===== src/tim_defs.svh =====
// Offsets, field positions, reset values and host word indices for the timer block.
// Assumes byte-wide timer registers and a word-indexed host register map.
`ifndef TIM_DEFS_SVH
`define TIM_DEFS_SVH

// Timer byte register offsets
`define TIM_ADDR_CAP1_HIGH   8'hF0
`define TIM_ADDR_CAP1_LOW    8'hF1
`define TIM_ADDR_CAP2_HIGH   8'hF2
`define TIM_ADDR_CAP2_LOW    8'hF3
`define TIM_ADDR_COUNT_HIGH  8'hF4
`define TIM_ADDR_COUNT_LOW   8'hF5
`define TIM_ADDR_MIRROR_HIGH 8'hF6
`define TIM_ADDR_MIRROR_LOW  8'hF7
`define TIM_ADDR_CMP1_LOW    8'hF9
`define TIM_ADDR_CMP2_LOW    8'hFB
`define TIM_ADDR_CTRL1       8'hFC
`define TIM_ADDR_CTRL2       8'hFD
`define TIM_ADDR_STATUS      8'hFE
`define TIM_ADDR_CTRL3       8'hFF

// Reset values and counter maximum
`define TIM_COUNT_RESET      16'hFFFC
`define TIM_COUNT_MAX        16'hFFFF
`define TIM_REG_RESET        8'h00

// Control register one fields
`define TIM_CTRL1_CAP_IE     7
`define TIM_CTRL1_CMP_IE     6
`define TIM_CTRL1_OVF_IE     5
`define TIM_CTRL1_CAP1_EDGE  1
// Control register two and three fields
`define TIM_CTRL2_CAP2_EDGE  1
`define TIM_CTRL3_SRC_SEL    0

// Flag positions inside the five-bit flag vector (status bits 7..3)
`define TIM_FLAG_CAP1        4
`define TIM_FLAG_CMP1        3
`define TIM_FLAG_OVF         2
`define TIM_FLAG_CAP2        1
`define TIM_FLAG_CMP2        0

// Interrupt channel register word indices and timer forward nibble on the host bus
`define TIM_CH_TRIGGER       8'h00
`define TIM_CH_PENDING       8'h01
`define TIM_CH_MASK          8'h02
`define TIM_CH_PRIORITY      8'h03
`define TIM_FWD_NIBBLE       4'hF

`endif


===== src/tim_pkg.sv =====
// Types shared by both ends of the timer link.
// Assumes tim_defs.svh for all numeric constants.
`default_nettype none

package tim_pkg;

  // Timer end state
  typedef struct packed {
    logic [15:0] count;
    logic [15:0] count_out;
    logic [15:0] cap_one;
    logic [15:0] cap_two;
    logic [7:0]  ctrl1;
    logic [7:0]  ctrl2;
    logic        ctrl3_sel;
    logic [4:0]  flags;
    logic [4:0]  armed;
    logic        pin_one_q;
    logic        pin_two_q;
    logic        req_level;
    logic        channel_req;
    logic [7:0]  rdata;
    logic        ack;
  } tim_dev_state_type;

  // Host bus sequencer
  typedef enum logic [1:0] {
    st_idle,
    st_fwd,
    st_done
  } tim_seq_type;

  // Interrupt channel end state
  typedef struct packed {
    tim_seq_type seq;
    logic        waitreq;
    logic [31:0] rdata;
    logic        trig_rising;
    logic        pending;
    logic        mask;
    logic [2:0]  prio;
    logic        req_q;
    logic        irq;
    logic [7:0]  addr;
    logic [7:0]  wdata;
    logic        rd;
    logic        wr;
  } tim_ch_state_type;

endpackage : tim_pkg

`default_nettype wire


===== src/tim_link_if.sv =====
// Link between the timer end and the interrupt channel end.
// Assumes one common clock; both ends drive only their own signals.
`timescale 1ns/1ps
`default_nettype none

interface tim_link_if;
  logic [7:0] reg_addr;
  logic       reg_rd;
  logic       reg_wr;
  logic [7:0] reg_wdata;
  logic [7:0] reg_rdata;
  logic       reg_ack;
  logic       channel_req;

  modport timer_end (
    input  reg_addr,
    input  reg_rd,
    input  reg_wr,
    input  reg_wdata,
    output reg_rdata,
    output reg_ack,
    output channel_req
  );

  modport channel_end (
    output reg_addr,
    output reg_rd,
    output reg_wr,
    output reg_wdata,
    input  reg_rdata,
    input  reg_ack,
    input  channel_req
  );
endinterface : tim_link_if

`default_nettype wire


===== src/tim_timer_end.sv =====
// Timer end: counter, captures, event flags, flag clearing and the
// merged request line. Assumes byte strobes one cycle wide from the link
// and synchronous pin inputs; count_tick is a one-cycle enable.
`timescale 1ns/1ps
`default_nettype none
`include "tim_defs.svh"

// Operation
// - Five events share one request line
// - Software sets priority, then rising trigger
// - Software selects timer as channel source
// - Each event group gated by its enable
// - Software clears pending before unmasking channel
// - One capture enable covers both captures
// - New edge only after all flags zero
// - Handler loops until status reads zero
// - Status access arms, low byte clears
// - Software uses byte accesses only
// - Control, status and six data pairs
// - Capture one loads counter into pair
// - Capture two loads counter into pair
// - Counter high byte read-only, resets FFh
// - Counter low resets FCh; write resets counter
// - Counter low after status clears overflow
// - Mirror high byte read-only, resets FFh
// - Overflow flag set on wrap to zero
// - Mirror low access never clears overflow
// - Source select picks pin or timer
// - Control one bits 7,6,5 enable groups
module tim_timer_end (
  input  wire logic       clk,
  input  wire logic       rst,
  tim_link_if.timer_end   link,
  input  wire logic       count_tick,
  input  wire logic       capture_pin_one,
  input  wire logic       capture_pin_two,
  input  wire logic       compare_one_match,
  input  wire logic       compare_two_match,
  input  wire logic       ext_irq_pin,
  output logic [15:0]     count_value
);

  tim_pkg::tim_dev_state_type s;
  tim_pkg::tim_dev_state_type next_s;

  logic       access;
  logic       status_acc;
  logic       edge_one;
  logic       edge_two;
  logic [4:0] set_flags;
  logic [4:0] clr_flags;
  logic [4:0] new_flags;
  logic       en_any;

  // All behaviour in one next-state pass
  always_comb
  begin
    next_s = s;
    next_s.ack = 1'b0;
    access = link.reg_rd | link.reg_wr;
    status_acc = access && (link.reg_addr == `TIM_ADDR_STATUS);
    set_flags = 5'h00;
    clr_flags = 5'h00;

    // Pin history for edge detection
    next_s.pin_one_q = capture_pin_one;
    next_s.pin_two_q = capture_pin_two;
    edge_one = s.ctrl1[`TIM_CTRL1_CAP1_EDGE]
             ? (capture_pin_one & ~s.pin_one_q)
             : (~capture_pin_one & s.pin_one_q);
    edge_two = s.ctrl2[`TIM_CTRL2_CAP2_EDGE]
             ? (capture_pin_two & ~s.pin_two_q)
             : (~capture_pin_two & s.pin_two_q);

    if (edge_one)
    begin
      next_s.cap_one = s.count;
      set_flags[`TIM_FLAG_CAP1] = 1'b1;
    end
    if (edge_two)
    begin
      next_s.cap_two = s.count;
      set_flags[`TIM_FLAG_CAP2] = 1'b1;
    end
    set_flags[`TIM_FLAG_CMP1] = compare_one_match;
    set_flags[`TIM_FLAG_CMP2] = compare_two_match;

    // Free running counter
    if (count_tick)
    begin
      next_s.count = s.count + 16'h0001;
      if (s.count == `TIM_COUNT_MAX)
        set_flags[`TIM_FLAG_OVF] = 1'b1;
    end

    if (status_acc)
      next_s.armed = s.flags;

    // Register access decode and side effects
    if (access)
    begin
      next_s.ack = 1'b1;
      next_s.rdata = `TIM_REG_RESET;
      unique case (link.reg_addr)
        `TIM_ADDR_CAP1_HIGH: next_s.rdata = s.cap_one[15:8];
        `TIM_ADDR_CAP1_LOW:
        begin
          next_s.rdata = s.cap_one[7:0];
          clr_flags[`TIM_FLAG_CAP1] = s.armed[`TIM_FLAG_CAP1];
        end
        `TIM_ADDR_CAP2_HIGH: next_s.rdata = s.cap_two[15:8];
        `TIM_ADDR_CAP2_LOW:
        begin
          next_s.rdata = s.cap_two[7:0];
          clr_flags[`TIM_FLAG_CAP2] = s.armed[`TIM_FLAG_CAP2];
        end
        `TIM_ADDR_COUNT_HIGH: next_s.rdata = s.count[15:8];
        `TIM_ADDR_COUNT_LOW:
        begin
          next_s.rdata = s.count[7:0];
          clr_flags[`TIM_FLAG_OVF] = s.armed[`TIM_FLAG_OVF];
          if (link.reg_wr)
            next_s.count = `TIM_COUNT_RESET;
        end
        `TIM_ADDR_MIRROR_HIGH: next_s.rdata = s.count[15:8];
        `TIM_ADDR_MIRROR_LOW:
        begin
          next_s.rdata = s.count[7:0];
          if (link.reg_wr)
            next_s.count = `TIM_COUNT_RESET;
        end
        `TIM_ADDR_CMP1_LOW:
          clr_flags[`TIM_FLAG_CMP1] = s.armed[`TIM_FLAG_CMP1];
        `TIM_ADDR_CMP2_LOW:
          clr_flags[`TIM_FLAG_CMP2] = s.armed[`TIM_FLAG_CMP2];
        `TIM_ADDR_CTRL1:
        begin
          next_s.rdata = s.ctrl1;
          if (link.reg_wr)
            next_s.ctrl1 = link.reg_wdata;
        end
        `TIM_ADDR_CTRL2:
        begin
          next_s.rdata = s.ctrl2;
          if (link.reg_wr)
            next_s.ctrl2 = link.reg_wdata;
        end
        `TIM_ADDR_STATUS: next_s.rdata = {s.flags, 3'b000};
        `TIM_ADDR_CTRL3:
        begin
          next_s.rdata = {7'h00, s.ctrl3_sel};
          if (link.reg_wr)
            next_s.ctrl3_sel = link.reg_wdata[`TIM_CTRL3_SRC_SEL];
        end
        default: next_s.rdata = `TIM_REG_RESET;
      endcase
    end

    // Used arms drop; a flag set this cycle survives its clear
    next_s.armed = next_s.armed & ~clr_flags;
    new_flags = (s.flags & ~clr_flags) | set_flags;
    next_s.flags = new_flags;

    en_any = (s.ctrl1[`TIM_CTRL1_CAP_IE]
              & (new_flags[`TIM_FLAG_CAP1] | new_flags[`TIM_FLAG_CAP2]))
           | (s.ctrl1[`TIM_CTRL1_CMP_IE]
              & (new_flags[`TIM_FLAG_CMP1] | new_flags[`TIM_FLAG_CMP2]))
           | (s.ctrl1[`TIM_CTRL1_OVF_IE] & new_flags[`TIM_FLAG_OVF]);

    // drop only when all flags zero
    next_s.req_level = en_any | (s.req_level & (|new_flags));

    next_s.channel_req = s.ctrl3_sel ? s.req_level : ext_irq_pin;
    next_s.count_out = next_s.count;
  end

  // State register
  always_ff @(posedge clk or posedge rst)
  begin
    if (rst)
    begin
      s <= '0;
      s.count <= `TIM_COUNT_RESET;
      s.count_out <= `TIM_COUNT_RESET;
    end
    else
      s <= next_s;
  end

  // Outputs straight from state
  assign link.reg_rdata   = s.rdata;
  assign link.reg_ack     = s.ack;
  assign link.channel_req = s.channel_req;
  assign count_value      = s.count_out;

endmodule : tim_timer_end

`default_nettype wire


===== src/flat_wrapper.sv =====
// flat-port wrapper written by rule: the top's interface ports become plain ports
module tim_timer_end_flat 
  (clk, rst, count_tick, capture_pin_one, capture_pin_two, compare_one_match, compare_two_match, ext_irq_pin, count_value, link_reg_addr, link_reg_rd, link_reg_wr, link_reg_wdata, link_reg_rdata, link_reg_ack, link_channel_req);
  tim_link_if link_i ();
  input  wire logic clk;
  input  wire logic rst;
  input  wire logic count_tick;
  input  wire logic capture_pin_one;
  input  wire logic capture_pin_two;
  input  wire logic compare_one_match;
  input  wire logic compare_two_match;
  input  wire logic ext_irq_pin;
  output logic [15:0] count_value;
  input wire logic [$bits(link_i.reg_addr)-1:0] link_reg_addr;
  input wire logic [$bits(link_i.reg_rd)-1:0] link_reg_rd;
  input wire logic [$bits(link_i.reg_wr)-1:0] link_reg_wr;
  input wire logic [$bits(link_i.reg_wdata)-1:0] link_reg_wdata;
  output wire logic [$bits(link_i.reg_rdata)-1:0] link_reg_rdata;
  output wire logic [$bits(link_i.reg_ack)-1:0] link_reg_ack;
  output wire logic [$bits(link_i.channel_req)-1:0] link_channel_req;
  assign link_i.reg_addr = link_reg_addr;
  assign link_i.reg_rd = link_reg_rd;
  assign link_i.reg_wr = link_reg_wr;
  assign link_i.reg_wdata = link_reg_wdata;
  assign link_reg_rdata = link_i.reg_rdata;
  assign link_reg_ack = link_i.reg_ack;
  assign link_channel_req = link_i.channel_req;
  tim_timer_end u_core (.clk(clk), .rst(rst), .link(link_i), .count_tick(count_tick), .capture_pin_one(capture_pin_one), .capture_pin_two(capture_pin_two), .compare_one_match(compare_one_match), .compare_two_match(compare_two_match), .ext_irq_pin(ext_irq_pin), .count_value(count_value));
endmodule

===== config.mk =====
export PLATFORM = sky130hd
export DESIGN_NAME = tim_timer_end_flat
export DESIGN_NICKNAME = d
export VERILOG_FILES = /design/src/tim_pkg.sv /design/src/tim_link_if.sv /design/src/tim_timer_end.sv /design/src/flat_wrapper.sv
export VERILOG_INCLUDE_DIRS = /design/src
export SDC_FILE = /design/constraint.sdc
export NUM_CORES = 1
export LEC_CHECK = 0
export BUFFER_PORTS_ARGS = -buffer_cell sky130_fd_sc_hd__buf_2
export CAP_MARGIN = 25
export CORE_MARGIN = 3
export CORE_UTILIZATION = 49
export DETAILED_ROUTE_END_ITERATION = 10
export PLACE_DENSITY = 0.69
export SLEW_MARGIN = 20
export SYNTH_ARGS = -nofsm -noshare
export SYNTH_HDL_FRONTEND = slang
export SYNTH_SLANG_ARGS = --single-unit

===== constraint.sdc =====
create_clock -name clk -period 3.91 [get_ports clk]
set_clock_uncertainty 0.05 [all_clocks]
set_input_delay 0.782 -clock clk [delete_from_list [all_inputs] [get_ports clk]]
set_output_delay 0.782 -clock clk [all_outputs]
set_load 0.05 [all_outputs]

# Word-level counts from Yosys, hierarchy flattened
# Index checks and enable logic that the tools add are counted.
# W data, S select, Z words.
word_totals:
  ff_bits: 88
  latch_bits: 0
  ram_bits: 0
  mem_bits_ro: 0
  out_inout_bits: 26
  word_cells: 79
  n_memories: 0
op_classes:
  n_addsub: 1
  mul: 0
  div: 0
  n_lt_le_gt_ge: 0
  n_eq_ne: 15
  shifts: 0
  mux: 20
  bitwise_logic: 22
  reduce_logical: 7
ops:
  columns: ["cell", "count"]
  rows:
  - ["$eq A8 B8 Y1 const B", 14]
  - ["$pmux W8 S10", 1]
  - ["$mux W16", 4]
  - ["$add A16 B1 Y16 const B", 1]
  - ["$eq A16 B16 Y1 const B", 1]
  - ["$mux W1", 13]
  - ["$and A5 B5 Y5", 2]
  - ["$mux W5", 2]
  - ["$reduce_and A3 Y1", 3]
  - ["$and A1 B1 Y1", 8]
  - ["$or A1 B1 Y1", 6]
  - ["$not A5 Y5", 1]
  - ["$or A5 B5 Y5", 1]
  - ["$reduce_or A5 Y1", 1]
  - ["$not A1 Y1", 4]
  - ["$reduce_or A2 Y1", 2]
  - ["$logic_and A1 B1 Y1", 1]

# Longest topological paths before layout
# Gate-level depths: netlist of run 1.
logic_depth:
  ltp_word: 11
  ltp_mapped: 7

# Worst setup path after synthesis of run 1
# No wires, ideal clock.
synth_timing:
  kind: "input -> register"
  from: "input link_reg_addr[3]"
  to: "register u_core.s[32] (netlist name)"
  setup_time_ns: 0.125
  arrival_time_ns: 2.016
  required_time_ns: 3.735
  path_slack_ns: 1.719
  cell_stages: 6
  cell_sequence: "buf_4 -> nand2_1 -> nor3_1 -> and3_1 -> buf_4 -> mux2_2"
synth_between:
  elab_chain_len: 2
synth_rtl:
  columns: ["element", "line_no", "rtl"]
  rows:
  - ["start: declaration", "flat_wrapper.sv:14", "input wire logic [$bits(link_i.reg_addr)-1:0] link_reg_addr;"]
  - ["$eq A8 B8 Y1", "tim_timer_end.sv:104", "unique case (link.reg_addr)"]
  - ["$reduce_and A3 Y1 (no line)", null, null]
  - ["end signal: assignment", "tim_timer_end.sv:187", "s <= next_s;"]
  - ["end: declaration", "tim_timer_end.sv:43", "tim_pkg::tim_dev_state_type s;"]
# Every way passes these cells.
# A chain may end at the register's enable or synchronous reset.

# Worst setup path in the final report of run 1
layout_timing:
  from: "input link_reg_addr[2]"
  to: "register u_core.s[36] (netlist name)"
# Same word-level chain as after synthesis.

==> results.json, run 1 <==
{
  "cts_tree": "yes",
  "num_io_pins": 52,
  "routed_wirelength_um": 11200,
  "rsz0062_at_grt": "no",
  "crit_type": "in -> reg",
  "syn_area_per_cell_um2": 10.93,
  "rows": 34,
  "cts_max_level": 3,
  "fill_cells": 779,
  "viasPerCell": 6.018,
  "postCtsHoldBufs": 0,
  "diodes": 0,
  "critPathMaxStageDelay_ps": 490,
  "clkLatencyLatePin_ps": 370,
  "cap_violations": 0,
  "place_congestion": 0.9155,
  "max-slew-margin-rel": 0.4944,
  "antenna_found_initial": 0,
  "clk_pin_slew_ps": 90,
  "synth_seq_cells": 88,
  "min_period_ps": 2477,
  "grt_pass1_wl_um": 18240,
  "synth_nets": 440,
  "die_h_um": 102.0,
  "synthArstFlopShare": 1.000,
  "p_per_area_nw_per_um2": 538.1,
  "reg2reg_depth": 6,
  "dp_hpwl_um": 8015,
  "layout-drive-gt1-share": 0.3326,
  "cts_made_buffers": 9,
  "tightest_slew_ps": 752.7,
  "synth_warnings": 0,
  "synth_cell_type_count": 56,
  "hp-class": "in -> async",
  "crit_slowest_cell": "and3_1",
  "leakage_nw": 2.208,
  "setup_violations": 0,
  "critical_path_peak_fanout": 21,
  "grt_max_degree": 32,
  "core_um2": 8848,
  "die-area_um2": 10400,
  "drt_pass1_iterations": 5,
  "portBuffers": 51,
  "tns_ps": 0,
  "grt_usage": 0.2304,
  "cts_sinks": 88,
  "r2r-end": "u_core.s[10]",
  "report.final.slew_viol_count": 0,
  "initial_utilization": 0.5103,
  "reg2reg_slack_ps": 1830,
  "post_drt_wl_per_cell_um": 20.48,
  "synth_area_um2": 4516,
  "status": "finished clean",
  "root_buffer": "clkbuf_8",
  "ctsResizeCount": 0,
  "final_core_util": 0.5508,
  "area_growth_pct": 7.925,
  "crit_path_end_kind": "flop",
  "crit_chain": "buf_2 -> nand2_1 -> nor3_1 -> and3_1 -> mux2_2",
  "crit_path_start_kind": "input pin",
  "required_ps": 4120,
  "cts_setup_buffers": 0,
  "max_freq_mhz": 403.7,
  "fin_crit_sh": 0.6335,
  "hold_violations": 0,
  "cts_buffer_depth": 2,
  "vias": 3292,
  "synth_seq_area_share": 0.4915,
  "grt_pass1_vias": 3297,
  "ir_drop_mv": 0.2099,
  "detail-route-antenna-nets": 0,
  "critPathArrivalTime_ps": 2690,
  "die_x_um": 102.0,
  "finalNetCount": 461,
  "drc": 0,
  "syn_inst": 413,
  "grt_overflow": 0,
  "r2r-start": "u_core.s[88]",
  "drtIter0Drc": 275,
  "synth_edf_count": 0,
  "ys.flop_type": "dfrtp_1"
}
## worst max-delay path: cells and delay by family
kind	cells	cell delay, ps
buffers and inverters	1	370
and+or+nand+nor	3	1140
muxes	1	380
## routing by layer
metal  wire length, um  global-route usage  vias up  part of all wire
li1                  -                   -     1516                 -
met1              5318              0.3386     1646              0.47
met2              5132              0.3413      121              0.46
met3               655             0.06075        9             0.058
met4                96             0.05752        0            0.0086
met5                 0                   0        -                 0
## placed cells by master, fill, tap and decap left out, drive strengths merged, types with 3 or more instances in the layout
| cell type | instances |
|---|---|
| nor2 | 18 |
| clkinv | 3 |
| inv | 6 |
| nand3 | 19 |
| nand2b | 4 |
| clkbuf | 14 |
| mux2i | 10 |
| and3 | 7 |
| o211ai | 4 |
| o31ai | 3 |
| dfrtp | 74 |
| a22oi | 4 |
| nor3 | 9 |
| nand4 | 8 |
| nor3b | 4 |
| nand2 | 36 |
| dfstp | 14 |
| a22o | 7 |
| a41oi | 3 |
| or3 | 4 |
| mux2 | 50 |
| o21ai | 15 |
| a31oi | 5 |
| xnor2 | 5 |
| nor2b | 5 |
| a21oi | 14 |
| buf | 57 |
| a32o | 3 |
| xor2 | 8 |
## report_power, final
group | total [mW] | internal [mW] | switching (mW)
logic | 0.619 | 0.232 | 0.387
clock network | 0.698 | 0.365 | 0.333
registers | 1.31 | 1.12 | 0.189
## metrics by stage
stage	total power [mW]	instances	setup WS [ps]	area [um2]	hold WS, ps
after floorplan	1.814	413	822.6	4516	394.8
after global placement	1.916	531	1115	4643	410.1
after detailed placement	1.943	531	1065	4643	438.2
after CTS	2.628	547	1447	4873	385.6
after global routing	2.754	547	1294	4873	382.5
final	2.622	547	1433	4873	366.8
## how the worst max path moves through the flow
stage | startpoint | endpoint | slack, ps | depth (start not counted)
floorplan | rst | u_core.link.channel_req | 820 | 1
global placement | link_reg_addr[2] | u_core.s[33] | 1110 | 5
detailed placement | link_reg_addr[2] | u_core.s[35] | 1070 | 5
CTS | link_reg_addr[2] | u_core.s[36] | 1450 | 5
global route | link_reg_addr[2] | u_core.s[38] | 1290 | 5
finish | link_reg_addr[2] | u_core.s[36] | 1430 | 5
## sequential cells by signal, summed over array words and instances, names as in the netlist
register                 count
u_core.link.reg_rdata        8
u_core.s                    78
u_core.link.reg_ack          1
u_core.link.channel_req      1
## layout make-up
type                       count  area [um2]  area share
timing repair buffer          57       300.3     0.06162
clock inverter                 2       13.76    0.002824
inverter                       7       27.53    0.005648
tap                          108       135.1     0.02773
clock buffer                  14       216.5     0.04442
sequential                    88        2220      0.4555
multi-input combinational    271        1961      0.4023
## logic make-up (layout without fill, tap and decap cells)
family / Yosys count / count (layout) / share of synthesized area
fa+ha+maj: 1 / 1 / 0.002770
compound gates: 72 / 72 / 0.1111
buf+inv: 54 / 80 / 0.07426
mux: 61 / 61 / 0.1518
xor+xnor: 13 / 13 / 0.02521
flops: 88 / 88 / 0.4915
simple gates: 124 / 124 / 0.1433
## cell usage after synthesis, types with 8 or more instances
master / instances / area share
dfrtp_1: 74 / 0.41
mux2_2: 50 / 0.12
nand2_1: 36 / 0.030
buf_4: 26 / 0.043
nand3_1: 18 / 0.020
nor2_1: 17 / 0.014
o21ai_0: 15 / 0.017
dfstp_2: 14 / 0.081
a21oi_1: 12 / 0.013
buf_2: 12 / 0.013
mux2i_1: 10 / 0.022
nand4_1: 8 / 0.011
xor2_1: 8 / 0.016
Note: power is estimated with default switching activity, not from simulation.
==> inputs of run 2 (changes only) <==
PLACE_DENSITY = 0.71   (was 0.69)
clock period = 2.2 ns   (was 3.91 ns; I/O delays follow)
==> results.json, run 2 (same netlist as run 1, synthesis figures left out) <==
{
  "status": "finished clean",
  "critPathMaxStageDelay_ps": 610,
  "leakage_nw": 2.284,
  "drc": 0,
  "viasPerCell": 5.871,
  "cts_setup_buffers": 0,
  "clk_pin_slew_ps": 100,
  "cts_max_level": 3,
  "tightest_slew_ps": 495.5,
  "cap_violations": 0,
  "layout_common_cells": "dfrtp_1, buf_2, mux2_2",
  "vias": 3335,
  "detail-route-antenna-nets": 0,
  "initial_utilization": 0.5103,
  "crit_chain": "nand4_1 -> or4_1 -> or3_1 -> nand3_1",
  "cts_sinks": 88,
  "min_period_ps": 1963,
  "routed_wirelength_um": 11090,
  "crit_path_end_kind": "flop",
  "grt_overflow": 0,
  "dp_hpwl_um": 8037,
  "largest_reg_flops": 78,
  "report.final.slew_viol_count": 0,
  "hp-class": "in -> async",
  "critical_path_peak_fanout": 7,
  "crit_type": "reg -> reg",
  "cts_buffer_depth": 2,
  "layout-drive-gt1-share": 0.3630,
  "grt_usage": 0.2254,
  "postCtsHoldBufs": 0,
  "rows": 34,
  "required_ps": 2460,
  "setup_violations": 0,
  "final_common_cell": "dfrtp_1",
  "drt_pass1_iterations": 4,
  "drtIter0Drc": 225,
  "cts_made_buffers": 9,
  "max-slew-margin-rel": 0.6697,
  "critPathArrivalTime_ps": 2220,
  "grt_pass1_vias": 3253,
  "place_congestion": 0.9390,
  "root_buffer": "clkbuf_8",
  "clkLatencyLatePin_ps": 370,
  "fin_crit_sh": 0.8923,
  "grt_max_degree": 89,
  "grt_pass1_wl_um": 17630,
  "crit_family": "simple AND/OR/NAND/NOR gates",
  "crit_slowest_cell": "dfstp_2",
  "die-area_um2": 10400,
  "tns_ps": 0,
  "design_area_um2": 5025,
  "ctsResizeCount": 0,
  "core_um2": 8848,
  "top_register": "u_core.s",
  "portBuffers": 51,
  "die_h_um": 102.0,
  "antenna_found_initial": 0,
  "hold_violations": 0,
  "p_per_area_nw_per_um2": 890.0,
  "num_io_pins": 52,
  "fin_ws_ps": 237.0,
  "postPlaceCellArea_um2": 4853,
  "rsz0062_at_grt": "no",
  "area_growth_pct": 11.28,
  "max_freq_mhz": 509.4,
  "ir_drop_mv": 0.3787,
  "fill_cells": 784,
  "finalNetCount": 482,
  "place_ws_ps": 30.21,
  "crit_buf_inv": 0,
  "post_drt_wl_per_cell_um": 19.52,
  "diodes": 0,
  "die_x_um": 102.0,
  "cts_tree": "yes",
  "crit_path_start_kind": "flop"
}
## run 2: cell count changes in the layout (fill, tap and decap cells not counted), sizes merged
cell / previous run / this run
buf: 57 / 78
clkbuf: 14 / 10
clkinv: 3 / 1
clkinvlp: 0 / 5
inv: 6 / 7
## run 2: worst min-delay path, delay by kind of cell
family | cells | cell delay, ps
buf+inv | 3 | 540
## run 2: path summary, 6_finish.rpt
path                                          startpoint                  endpoint  slack, ps  depth (start not counted)
worst min-delay path                                 rst   u_core.link.channel_req        140                          3
max in group asynchronous                            rst              u_core.s[90]       1570                          3
worst max-delay path                        u_core.s[90]             u_core.s[101]        240                          4
worst max register to register              u_core.s[90]             u_core.s[101]        240                          4
min in group clk                         capture_pin_one              u_core.s[12]        160                          1
worst min register to register  u_core.link.reg_rdata[1]  u_core.link.reg_rdata[1]        430                          2
## run 2: layout make-up
type                       count  area, um2  area share
clock buffer                  10      127.6     0.02540
multi-input combinational    271       1961      0.3902
clock inverter                 6      43.79    0.008715
sequential                    88       2220      0.4417
inverter                       7      30.03    0.005976
timing repair buffer          78      508.0      0.1011
tap                          108      135.1     0.02689
## run 2: power by group
group / total, mW / internal, mW / switching [mW]
combinational: 1.18 / 0.450 / 0.729
sequential: 2.28 / 1.98 / 0.294
clock: 1.02 / 0.413 / 0.606
total: 4.47 / 2.84 / 1.63
## run 2: through the flow
| stage | cells | utilization | hold slack, ps | power (mW) |
|---|---|---|---|---|
| 2_1_floorplan | 413 | - | 394.8 | 3.224 |
| 3_3_place_gp | 552 | 0.5485 | 408.1 | 3.442 |
| 3_5_place_dp | 552 | 0.5485 | 419.7 | 3.484 |
| 4_1_cts | 568 | 0.5679 | 138.9 | 4.499 |
| 5_1_grt | 568 | 0.5679 | 146.7 | 4.691 |
| 6_report | 568 | 0.5679 | 138.3 | 4.472 |
## run 2: routing by layer
layer,GRT usage,share of wire,vias to the layer above
met5,0,0,-
met4,0.05752,0.0092,0
met3,0.04846,0.048,9
met2,0.3458,0.47,86
met1,0.3276,0.48,1681
li1,-,-,1559
